## src/sfr_bank_one_defines.vh

```
// Offsets, field masks, reset values and field positions of the bank-one map
`ifndef SFR_BANK_ONE_DEFINES_VH
`define SFR_BANK_ONE_DEFINES_VH

// ----------------------------------------------------------------
// Register indices (byte address on the bus is four times the index)
// ----------------------------------------------------------------
`define IDX_INDIRECT_ACCESS 9'h080
`define IDX_OPTION_CONFIG 9'h081
`define IDX_PC_LOW_BYTE 9'h082
`define IDX_CORE_STATUS 9'h083
`define IDX_INDIRECT_POINTER 9'h084
`define IDX_PORT_A_DIRECTION 9'h085
`define IDX_PORT_B_DIRECTION 9'h086
`define IDX_PORT_C_DIRECTION 9'h087
`define IDX_PORT_D_DIRECTION 9'h088
`define IDX_PORT_E_DIRECTION_PSP 9'h089
`define IDX_PC_HIGH_LATCH 9'h08a
`define IDX_INTERRUPT_CONTROL 9'h08b
`define IDX_PERIPH_IRQ_ENABLE_ONE 9'h08c
`define IDX_PERIPH_IRQ_ENABLE_TWO 9'h08d
`define IDX_POWER_CONTROL 9'h08e
`define IDX_SYNC_SERIAL_CONTROL_TWO 9'h091
`define IDX_TIMER_TWO_PERIOD 9'h092
`define IDX_SYNC_SERIAL_ADDRESS 9'h093
`define IDX_SYNC_SERIAL_STATUS 9'h094
`define IDX_ASYNC_TX_STATUS_CONTROL 9'h098
`define IDX_BAUD_RATE_DIVISOR 9'h099
`define IDX_COMPARATOR_CONTROL 9'h09c
`define IDX_COMPARATOR_VREF_CONTROL 9'h09d
`define IDX_ADC_RESULT_LOW 9'h09e
`define IDX_ADC_CONTROL_ONE 9'h09f
`define IDX_NVM_ADDRESS_HIGH 9'h10f

// ----------------------------------------------------------------
// Software-writable bit masks
// ----------------------------------------------------------------
`define WM_CORE_STATUS 8'he7
`define WM_PORT_A_DIRECTION 8'h3f
`define WM_PORT_E_DIRECTION_PSP 8'h17
`define WM_PC_HIGH_LATCH 8'h1f
`define WM_PERIPH_IRQ_ENABLE_TWO 8'h59
`define WM_POWER_CONTROL 8'h03
`define WM_SYNC_SERIAL_STATUS 8'hc0
`define WM_ASYNC_TX_STATUS_CONTROL 8'hf5
`define WM_COMPARATOR_CONTROL 8'h3f
`define WM_COMPARATOR_VREF_CONTROL 8'hef
`define WM_ADC_CONTROL_ONE 8'hcf
`define WM_NVM_ADDRESS_HIGH 8'h1f

// ----------------------------------------------------------------
// Power-on / brown-out reset values of the stored bits
// ----------------------------------------------------------------
`define RST_ALL_ONES 8'hff
`define RST_ZERO 8'h00
`define RST_PORT_A_DIRECTION 8'h3f
`define RST_PORT_E_DIRECTION_PSP 8'h07
`define RST_COMPARATOR_CONTROL 8'h07

// ----------------------------------------------------------------
// Field positions
// ----------------------------------------------------------------
`define STATUS_BANK_HI_BIT 7
`define POWER_CONTROL_POR_BIT 1
`define POWER_CONTROL_BOR_BIT 0
`define NVM_ADDR_HIGH_TOP_BIT 4

`endif

```

## src/sfr_bank_one_map.v

```verilog
// Bank-one special function register decoder and storage behind an APB slave
//
// Implementation choice: register access over APB.
`timescale 1ns/100ps
`default_nettype none
`include "sfr_bank_one_defines.vh"

module sfr_bank_one_map
#(
   parameter REDUCED_PINS = 0,
   parameter LARGE_MEMORY = 1
)
(
   input wire ref_clk,
   input wire rst,
   input wire psel,
   input wire penable,
   input wire pwrite,
   input wire [11:0] paddr,
   input wire [31:0] pwdata,
   input wire [3:0] pstrb,
   output reg [31:0] prdata,
   output wire pready,
   output wire pslverr,
   output wire mem_req,
   output wire mem_we,
   output wire [8:0] mem_addr,
   output wire [7:0] mem_wdata,
   input wire mem_ack,
   input wire [7:0] mem_rdata,
   input wire pc_load,
   input wire [7:0] pc_load_low,
   output wire [12:0] program_counter,
   input wire reset_by_power_on,
   input wire reset_by_brown_out,
   input wire status_timeout_n,
   input wire status_powerdown_n,
   input wire [2:0] psp_status,
   input wire [5:0] serial_status,
   input wire tx_shift_empty,
   input wire [1:0] comparator_out,
   input wire [7:0] adc_result_low,
   output wire [7:0] option_config,
   output wire [7:0] port_a_direction,
   output wire [7:0] port_b_direction,
   output wire [7:0] port_c_direction,
   output wire [7:0] port_d_direction,
   output wire [7:0] port_e_direction_psp,
   output wire [7:0] interrupt_control,
   output wire [7:0] periph_irq_enable_one,
   output wire [7:0] power_control
);

   // ----------------------------------------------------------------
   // Storage
   // ----------------------------------------------------------------
   // Offsets 0x00..0x1f of bank one; 0x0f is reused for the memory
   // high address byte since that offset is unmapped in bank one.
   reg [7:0] regs [0:31];
   reg [4:0] pc_high;
   reg cause_taken;
   reg ind_done;
   integer i;

   // ----------------------------------------------------------------
   // Per-location write mask and reset value
   // ----------------------------------------------------------------
   function [7:0] wmask;
      input [4:0] off;
      begin
         case ({4'h4, off})
            `IDX_OPTION_CONFIG: wmask = `RST_ALL_ONES;
            `IDX_PC_LOW_BYTE: wmask = `RST_ALL_ONES;
            `IDX_CORE_STATUS: wmask = `WM_CORE_STATUS;
            `IDX_INDIRECT_POINTER: wmask = `RST_ALL_ONES;
            `IDX_PORT_A_DIRECTION: wmask = `WM_PORT_A_DIRECTION;
            `IDX_PORT_B_DIRECTION: wmask = `RST_ALL_ONES;
            `IDX_PORT_C_DIRECTION: wmask = `RST_ALL_ONES;
            `IDX_PORT_D_DIRECTION:
               wmask = (REDUCED_PINS != 0) ? `RST_ZERO
                       : `RST_ALL_ONES;
            `IDX_PORT_E_DIRECTION_PSP:
               wmask = (REDUCED_PINS != 0) ? `RST_ZERO
                       : `WM_PORT_E_DIRECTION_PSP;
            `IDX_PC_HIGH_LATCH: wmask = `WM_PC_HIGH_LATCH;
            `IDX_INTERRUPT_CONTROL: wmask = `RST_ALL_ONES;
            `IDX_PERIPH_IRQ_ENABLE_ONE: wmask = `RST_ALL_ONES;
            `IDX_PERIPH_IRQ_ENABLE_TWO: wmask = `WM_PERIPH_IRQ_ENABLE_TWO;
            `IDX_POWER_CONTROL: wmask = `WM_POWER_CONTROL;
            9'h08f:
               wmask = (LARGE_MEMORY != 0) ? `WM_NVM_ADDRESS_HIGH
                       : 8'h0f;
            `IDX_SYNC_SERIAL_CONTROL_TWO: wmask = `RST_ALL_ONES;
            `IDX_TIMER_TWO_PERIOD: wmask = `RST_ALL_ONES;
            `IDX_SYNC_SERIAL_ADDRESS: wmask = `RST_ALL_ONES;
            `IDX_SYNC_SERIAL_STATUS: wmask = `WM_SYNC_SERIAL_STATUS;
            `IDX_ASYNC_TX_STATUS_CONTROL: wmask = `WM_ASYNC_TX_STATUS_CONTROL;
            `IDX_BAUD_RATE_DIVISOR: wmask = `RST_ALL_ONES;
            `IDX_COMPARATOR_CONTROL: wmask = `WM_COMPARATOR_CONTROL;
            `IDX_COMPARATOR_VREF_CONTROL: wmask = `WM_COMPARATOR_VREF_CONTROL;
            `IDX_ADC_CONTROL_ONE: wmask = `WM_ADC_CONTROL_ONE;
            default: wmask = `RST_ZERO;
         endcase
      end
   endfunction

   // Bits shown as unknown at power-up reset to zero here: a defined
   // state is cheaper to verify than an undefined one.
   function [7:0] rstval;
      input [4:0] off;
      begin
         case ({4'h4, off})
            `IDX_OPTION_CONFIG: rstval = `RST_ALL_ONES;
            `IDX_PORT_A_DIRECTION: rstval = `RST_PORT_A_DIRECTION;
            `IDX_PORT_B_DIRECTION: rstval = `RST_ALL_ONES;
            `IDX_PORT_C_DIRECTION: rstval = `RST_ALL_ONES;
            `IDX_PORT_D_DIRECTION: rstval = `RST_ALL_ONES;
            `IDX_PORT_E_DIRECTION_PSP: rstval = `RST_PORT_E_DIRECTION_PSP;
            `IDX_TIMER_TWO_PERIOD: rstval = `RST_ALL_ONES;
            `IDX_COMPARATOR_CONTROL: rstval = `RST_COMPARATOR_CONTROL;
            `IDX_POWER_CONTROL: rstval = `WM_POWER_CONTROL;
            default: rstval = `RST_ZERO;
         endcase
      end
   endfunction

   // ----------------------------------------------------------------
   // Address decode
   // ----------------------------------------------------------------
   wire [8:0] idx;
   wire [1:0] bank;
   wire [4:0] off;
   wire in_window;
   wire core_loc;
   wire hit;
   wire ind_hit;
   wire setup;
   wire access;

   assign idx = paddr[10:2];
   assign bank = idx[8:7];
   assign off = idx[4:0];
   assign in_window = (paddr[11] == 1'b0) && (idx[6:5] == 2'b00);
   // Core registers answer in any bank
   assign core_loc = (off == 5'h00) || (off == 5'h02) || (off == 5'h03) ||
                     (off == 5'h04) || (off == 5'h0a) ||
                     (off == 5'h0b);
   assign hit = in_window && ((bank == 2'b01) || core_loc ||
                ((bank == 2'b10) && (off == 5'h0f)));
   assign ind_hit = hit && (off == 5'h00);
   assign setup = psel && !penable;
   assign access = psel && penable;

   // ----------------------------------------------------------------
   // Read composition
   // ----------------------------------------------------------------
   // Bank two exposes only the core registers and the memory high address byte through here.
   reg [7:0] rbits;
   always @*
   begin
      rbits = regs[off] & wmask(off);
      case (off)
         5'h03:
            rbits = rbits | {3'b000, status_timeout_n, status_powerdown_n,
                    3'b000};
         5'h09:
            if (REDUCED_PINS == 0)
            begin
               rbits = rbits | {psp_status, 5'b00000};
            end
         5'h14: rbits = rbits | {2'b00, serial_status};
         5'h18: rbits = rbits | {6'b000000, tx_shift_empty, 1'b0};
         5'h1c: rbits = rbits | {comparator_out, 6'b000000};
         5'h1e: rbits = adc_result_low;
         default: rbits = rbits;
      endcase
      if (!hit || ((bank == 2'b10) != (off == 5'h0f)) && !core_loc)
      begin
         rbits = 8'h00;
      end
   end

   // ----------------------------------------------------------------
   // APB handshake and indirect data-memory port
   // ----------------------------------------------------------------
   // Indirect transfers wait on the data memory; all others finish
   // in the first access cycle.
   assign pready = ind_hit ? ind_done : 1'b1;
   assign pslverr = 1'b0;
   assign mem_req = access && ind_hit && !ind_done;
   assign mem_we = pwrite;
   assign mem_addr = {regs[3][`STATUS_BANK_HI_BIT], regs[4]};
   assign mem_wdata = pwdata[7:0];

   wire wr_fire;
   assign wr_fire = access && pwrite && pstrb[0] && hit && !ind_hit;

   always @(posedge ref_clk or posedge rst)
   begin
      if (rst)
      begin
         prdata <= 32'h00000000;
         ind_done <= 1'b0;
      end
      else
      begin
         if (setup && !pwrite && !ind_hit)
         begin
            prdata <= {24'h000000, rbits};
         end
         if (mem_req && mem_ack)
         begin
            ind_done <= 1'b1;
            if (!pwrite)
            begin
               prdata <= {24'h000000, mem_rdata};
            end
         end
         else if (access && ind_done)
         begin
            ind_done <= 1'b0;
         end
      end
   end

   // ----------------------------------------------------------------
   // Register writes, reset-cause capture and program counter
   // ----------------------------------------------------------------
   // The cause of reset is sampled once after release, never under the
   // asynchronous reset itself.
   always @(posedge ref_clk or posedge rst)
   begin
      if (rst)
      begin
         for (i = 0; i < 32; i = i + 1)
         begin
            regs[i] <= rstval(i[4:0]);
         end
         pc_high <= 5'b00000;
         cause_taken <= 1'b0;
      end
      else
      begin
         if (!cause_taken)
         begin
            cause_taken <= 1'b1;
            regs[14][`POWER_CONTROL_POR_BIT] <= !reset_by_power_on;
            regs[14][`POWER_CONTROL_BOR_BIT] <= !reset_by_brown_out;
         end
         if (pc_load)
         begin
            regs[2] <= pc_load_low;
            pc_high <= regs[10][4:0];
         end
         if (wr_fire)
         begin
            regs[off] <= (regs[off] & ~wmask(off)) |
                         (pwdata[7:0] & wmask(off));
            if (off == 5'h02)
            begin
               pc_high <= regs[10][4:0];
            end
         end
      end
   end

   // ----------------------------------------------------------------
   // Outputs to the core and peripherals
   // ----------------------------------------------------------------
   // The counter high part has no bus location; it leaves only here.
   assign program_counter = {pc_high, regs[2]};
   assign option_config = regs[1];
   assign port_a_direction = regs[5] & `WM_PORT_A_DIRECTION;
   assign port_b_direction = regs[6];
   assign port_c_direction = regs[7];
   assign port_d_direction = regs[8] & wmask(5'h08);
   assign port_e_direction_psp = regs[9] & wmask(5'h09);
   assign interrupt_control = regs[11];
   // Reserved enable bit is passed as written; software keeps it clear
   assign periph_irq_enable_one = regs[12];
   assign power_control = regs[14] & `WM_POWER_CONTROL;

endmodule
`default_nettype wire

```

## config.mk

```make
export PLATFORM = sky130hd
export DESIGN_NAME = sfr_bank_one_map
export DESIGN_NICKNAME = d
export VERILOG_FILES = /design/src/sfr_bank_one_map.v
export VERILOG_INCLUDE_DIRS = /design/src /design/src/src
export SDC_FILE = /design/constraint.sdc
export NUM_CORES = 1
export LEC_CHECK = 0
export BUFFER_PORTS_ARGS = -buffer_cell sky130_fd_sc_hd__buf_2
export CAP_MARGIN = 40
export CORE_MARGIN = 2
export CORE_UTILIZATION = 45
export CTS_BUF_LIST = sky130_fd_sc_hd__clkbuf_4 sky130_fd_sc_hd__clkbuf_8
export DETAILED_ROUTE_END_ITERATION = 8
export PLACE_DENSITY = 0.66
export SETUP_SLACK_MARGIN = 0.2
export SYNTH_ARGS = -nofsm -noshare
export SYNTH_HDL_FRONTEND = slang
export SYNTH_SLANG_ARGS = --single-unit
```

## constraint.sdc

```tcl
create_clock -name ref_clk -period 10.05 [get_ports ref_clk]
set_clock_uncertainty 0.1 [all_clocks]
set_input_delay 0.5025 -clock ref_clk [delete_from_list [all_inputs] [get_ports ref_clk]]
set_output_delay 0.5025 -clock ref_clk [all_outputs]
set_load 0.005 [all_outputs]
```

==> results.txt <==
outcome: complete, but fails checks
violated checks: negative hold slack
PostCTS Resize Cnt: 0
DPL Wire Length: 26600 um
worst-path fanout max: 47
die area: 32200 um^2
Final setup viols: 0
vias in the first global route: 9650
highest-count cells in the layout ignoring fill and taps: dfrtp_1 (241), buf_2 (189), nand2_1 (157)
syn avg cell area: 10.4 um^2
# hold bufs at CTS: 0
final-report max-slew violation count: 0
Worst Slack Setup Final: 6460 ps
Wirelength per Cell: 21.7 um
GRT overflow: 0
pwr dens: 166 nW/um^2
min Tclk post-route: 3590 ps
core footprint: 30500 um^2
async set-reset flop share out of synthesis: 1.00
Vias: 9639
distinct cell type count after synthesis: 71
synthesis-stage register bit count: 295
worst-margin pin slew: 990 ps
number of buffers created by CTS: 48
Peak supply drop: 0.0850 mV
CP Capture Type: flop
Post-synth EDFFs: 0
CTS Root Buffer Type: clkbuf_8
Place WS: 5970 ps
largest net degree at the start of global routing: 182
Initial DRT Pass Iterations: 5
DRT Wirelength: 38100 um
final hold slack: -20.5 ps
commonest non-fill, non-tap cell in the layout: dfrtp_1
Crit Path Category: in -> reg
nets: 1417
Initial Utilization: 0.455
Seq/Total Area, Yosys: 0.537
Die H: 180 um
setup TNS: 0 ps
Layout Area Growth over Synthesis: 9.46%
Die W: 180 um
Tcrit/Tclk final: 0.357
Ports: 233
port buffer count: 190
Design Power: 2.52 mW
residual DRC count: 0
critical path startpoint category: input pin
initial antenna violation count: 0
fmax: 278 MHz
Post-DRT Antenna Nets: 0
Rel. slew slack: 0.340
max-cap viol count: 0
synth warn: 0
RePlAce Congestion: 0.899
RSZ-0062 raised after global routing: no
predominant post-synthesis flop cell: dfrtp_1
Overall Global Routing Usage: 0.235
share of cells above drive strength 1: 0.300
CTS sink count: 295
post-synthesis instance area: 13900 um^2
CTS H-Tree Depth: 2
CTS tree: done
worst hold path class: in -> async
Clock Tree Buf Depth: 3
Clock Latency Late Sink: 560 ps
cell row count: 64
Worst-path clk slew: 60 ps
arrival time worst endpoint: 3930 ps
Iter 0 DRT Violations: 902
via-per-instance ratio: 5.49
Req. time, crit path: 10380 ps
n_diodes: 0
final hold vios: 8
Cells after Synth: 1329
first-pass GRT wire length: 58900 um
post-CTS setup buffers: 0
Leak: 7.36 nW
## metrics by stage
stage               instances  instance area [um^2]  utilization
floorplan                1341                 13900            -
global placement         1659                 14000        0.459
detailed placement       1667                 14100        0.463
CTS                      1756                 15200        0.498
global route             1756                 15200        0.498
finish                   1756                 15200        0.498
## critical path, cell delays in order
cell	delay, ps
buf_2	80
buf_4	420
nand2_1	300
nor3_1	410
ha_1	220
inv_1	60
a41oi_2	190
and4_1	230
buf_4	360
nand3_2	370
nand2b_1	370
mux2_2	370
## final timing paths
path / startpoint / end / slack, ps / cells past startpoint
max in group asynchronous: rst / interrupt_control[1] / 8430 / 3
worst max-delay path: paddr[5] / pc_high[3] / 6460 / 12
worst min-delay path: rst / prdata[22] / -20 / 2
min in group ref_clk: mem_rdata[6] / flop / 80 / 3
worst max register to register: regs[230] / flop / 7410 / 6
worst min register to register: regs[85] / regs[85] / 270 / 0
## layout make-up
class                   instances  area (um^2)
repair buffers                211         1180
clock inverters                11          109
inverters                       8         37.5
well taps                     396          495
fillers                      2754        15300
multi-input cells             757         4960
flip-flops and latches        295         7450
clock buffers                  78          955
## cell families after synthesis
kind of cell / Yosys count / share of synthesized area
flip-flops: 295 / 0.537
AO/OA/AOI/OAI: 269 / 0.114
adder cells (fa/ha/maj): 1 / 0.000902
other: 2 / 0.000541
buffers and inverters: 289 / 0.111
AND/OR/NAND/NOR: 337 / 0.124
multiplexers: 136 / 0.113
## power by group
part / internal [mW] / switching (mW)
clock: 0.654 / 0.477
combinational: 0.0571 / 0.127
sequential: 1.20 / 0.00645
## flip-flops by register name, summed over array words and instances, names as in the netlist, 6 cells and up, named ones only
name,cells
interrupt_control,8
mem_addr,9
option_config,8
periph_irq_enable_one,8
port_a_direction,6
port_b_direction,8
port_c_direction,8
port_d_direction,8
prdata,24
program_counter,8
regs,179
## Yosys cell counts (all sizes together) (3+ instances only)
cell       n  share of area
clkbuf   136          0.037
a21oi     24         0.0087
nor3       7         0.0025
o32ai      4         0.0025
nand4b     4         0.0025
o21ai    156          0.056
inv        7         0.0019
buf      145          0.072
and3      34          0.015
nand2b    10         0.0045
and2       3         0.0014
or4        3         0.0016
nand4     11         0.0069
mux4      15          0.024
a22oi     12         0.0065
o21a       5         0.0027
nand3     26          0.013
nand4bb    3         0.0024
o22ai     35          0.016
mux2i    108          0.078
nor2      37          0.010
nor2b     13         0.0059
mux2      13          0.011
nand2    158          0.043
a32oi      7         0.0044
dfstp     54           0.10
nor4      13         0.0063
dfrtp    241           0.43
or4b       3         0.0022
## routing by layer
metal | global-route usage | up-vias | share of wire
li1 | - | 4463 | -
met5 | 0 | - | 0
met2 | 0.368 | 378 | 0.46
met1 | 0.318 | 4715 | 0.43
met3 | 0.0511 | 83 | 0.063
met4 | 0.0976 | 0 | 0.042
Power figures use the tool's default switching activity.
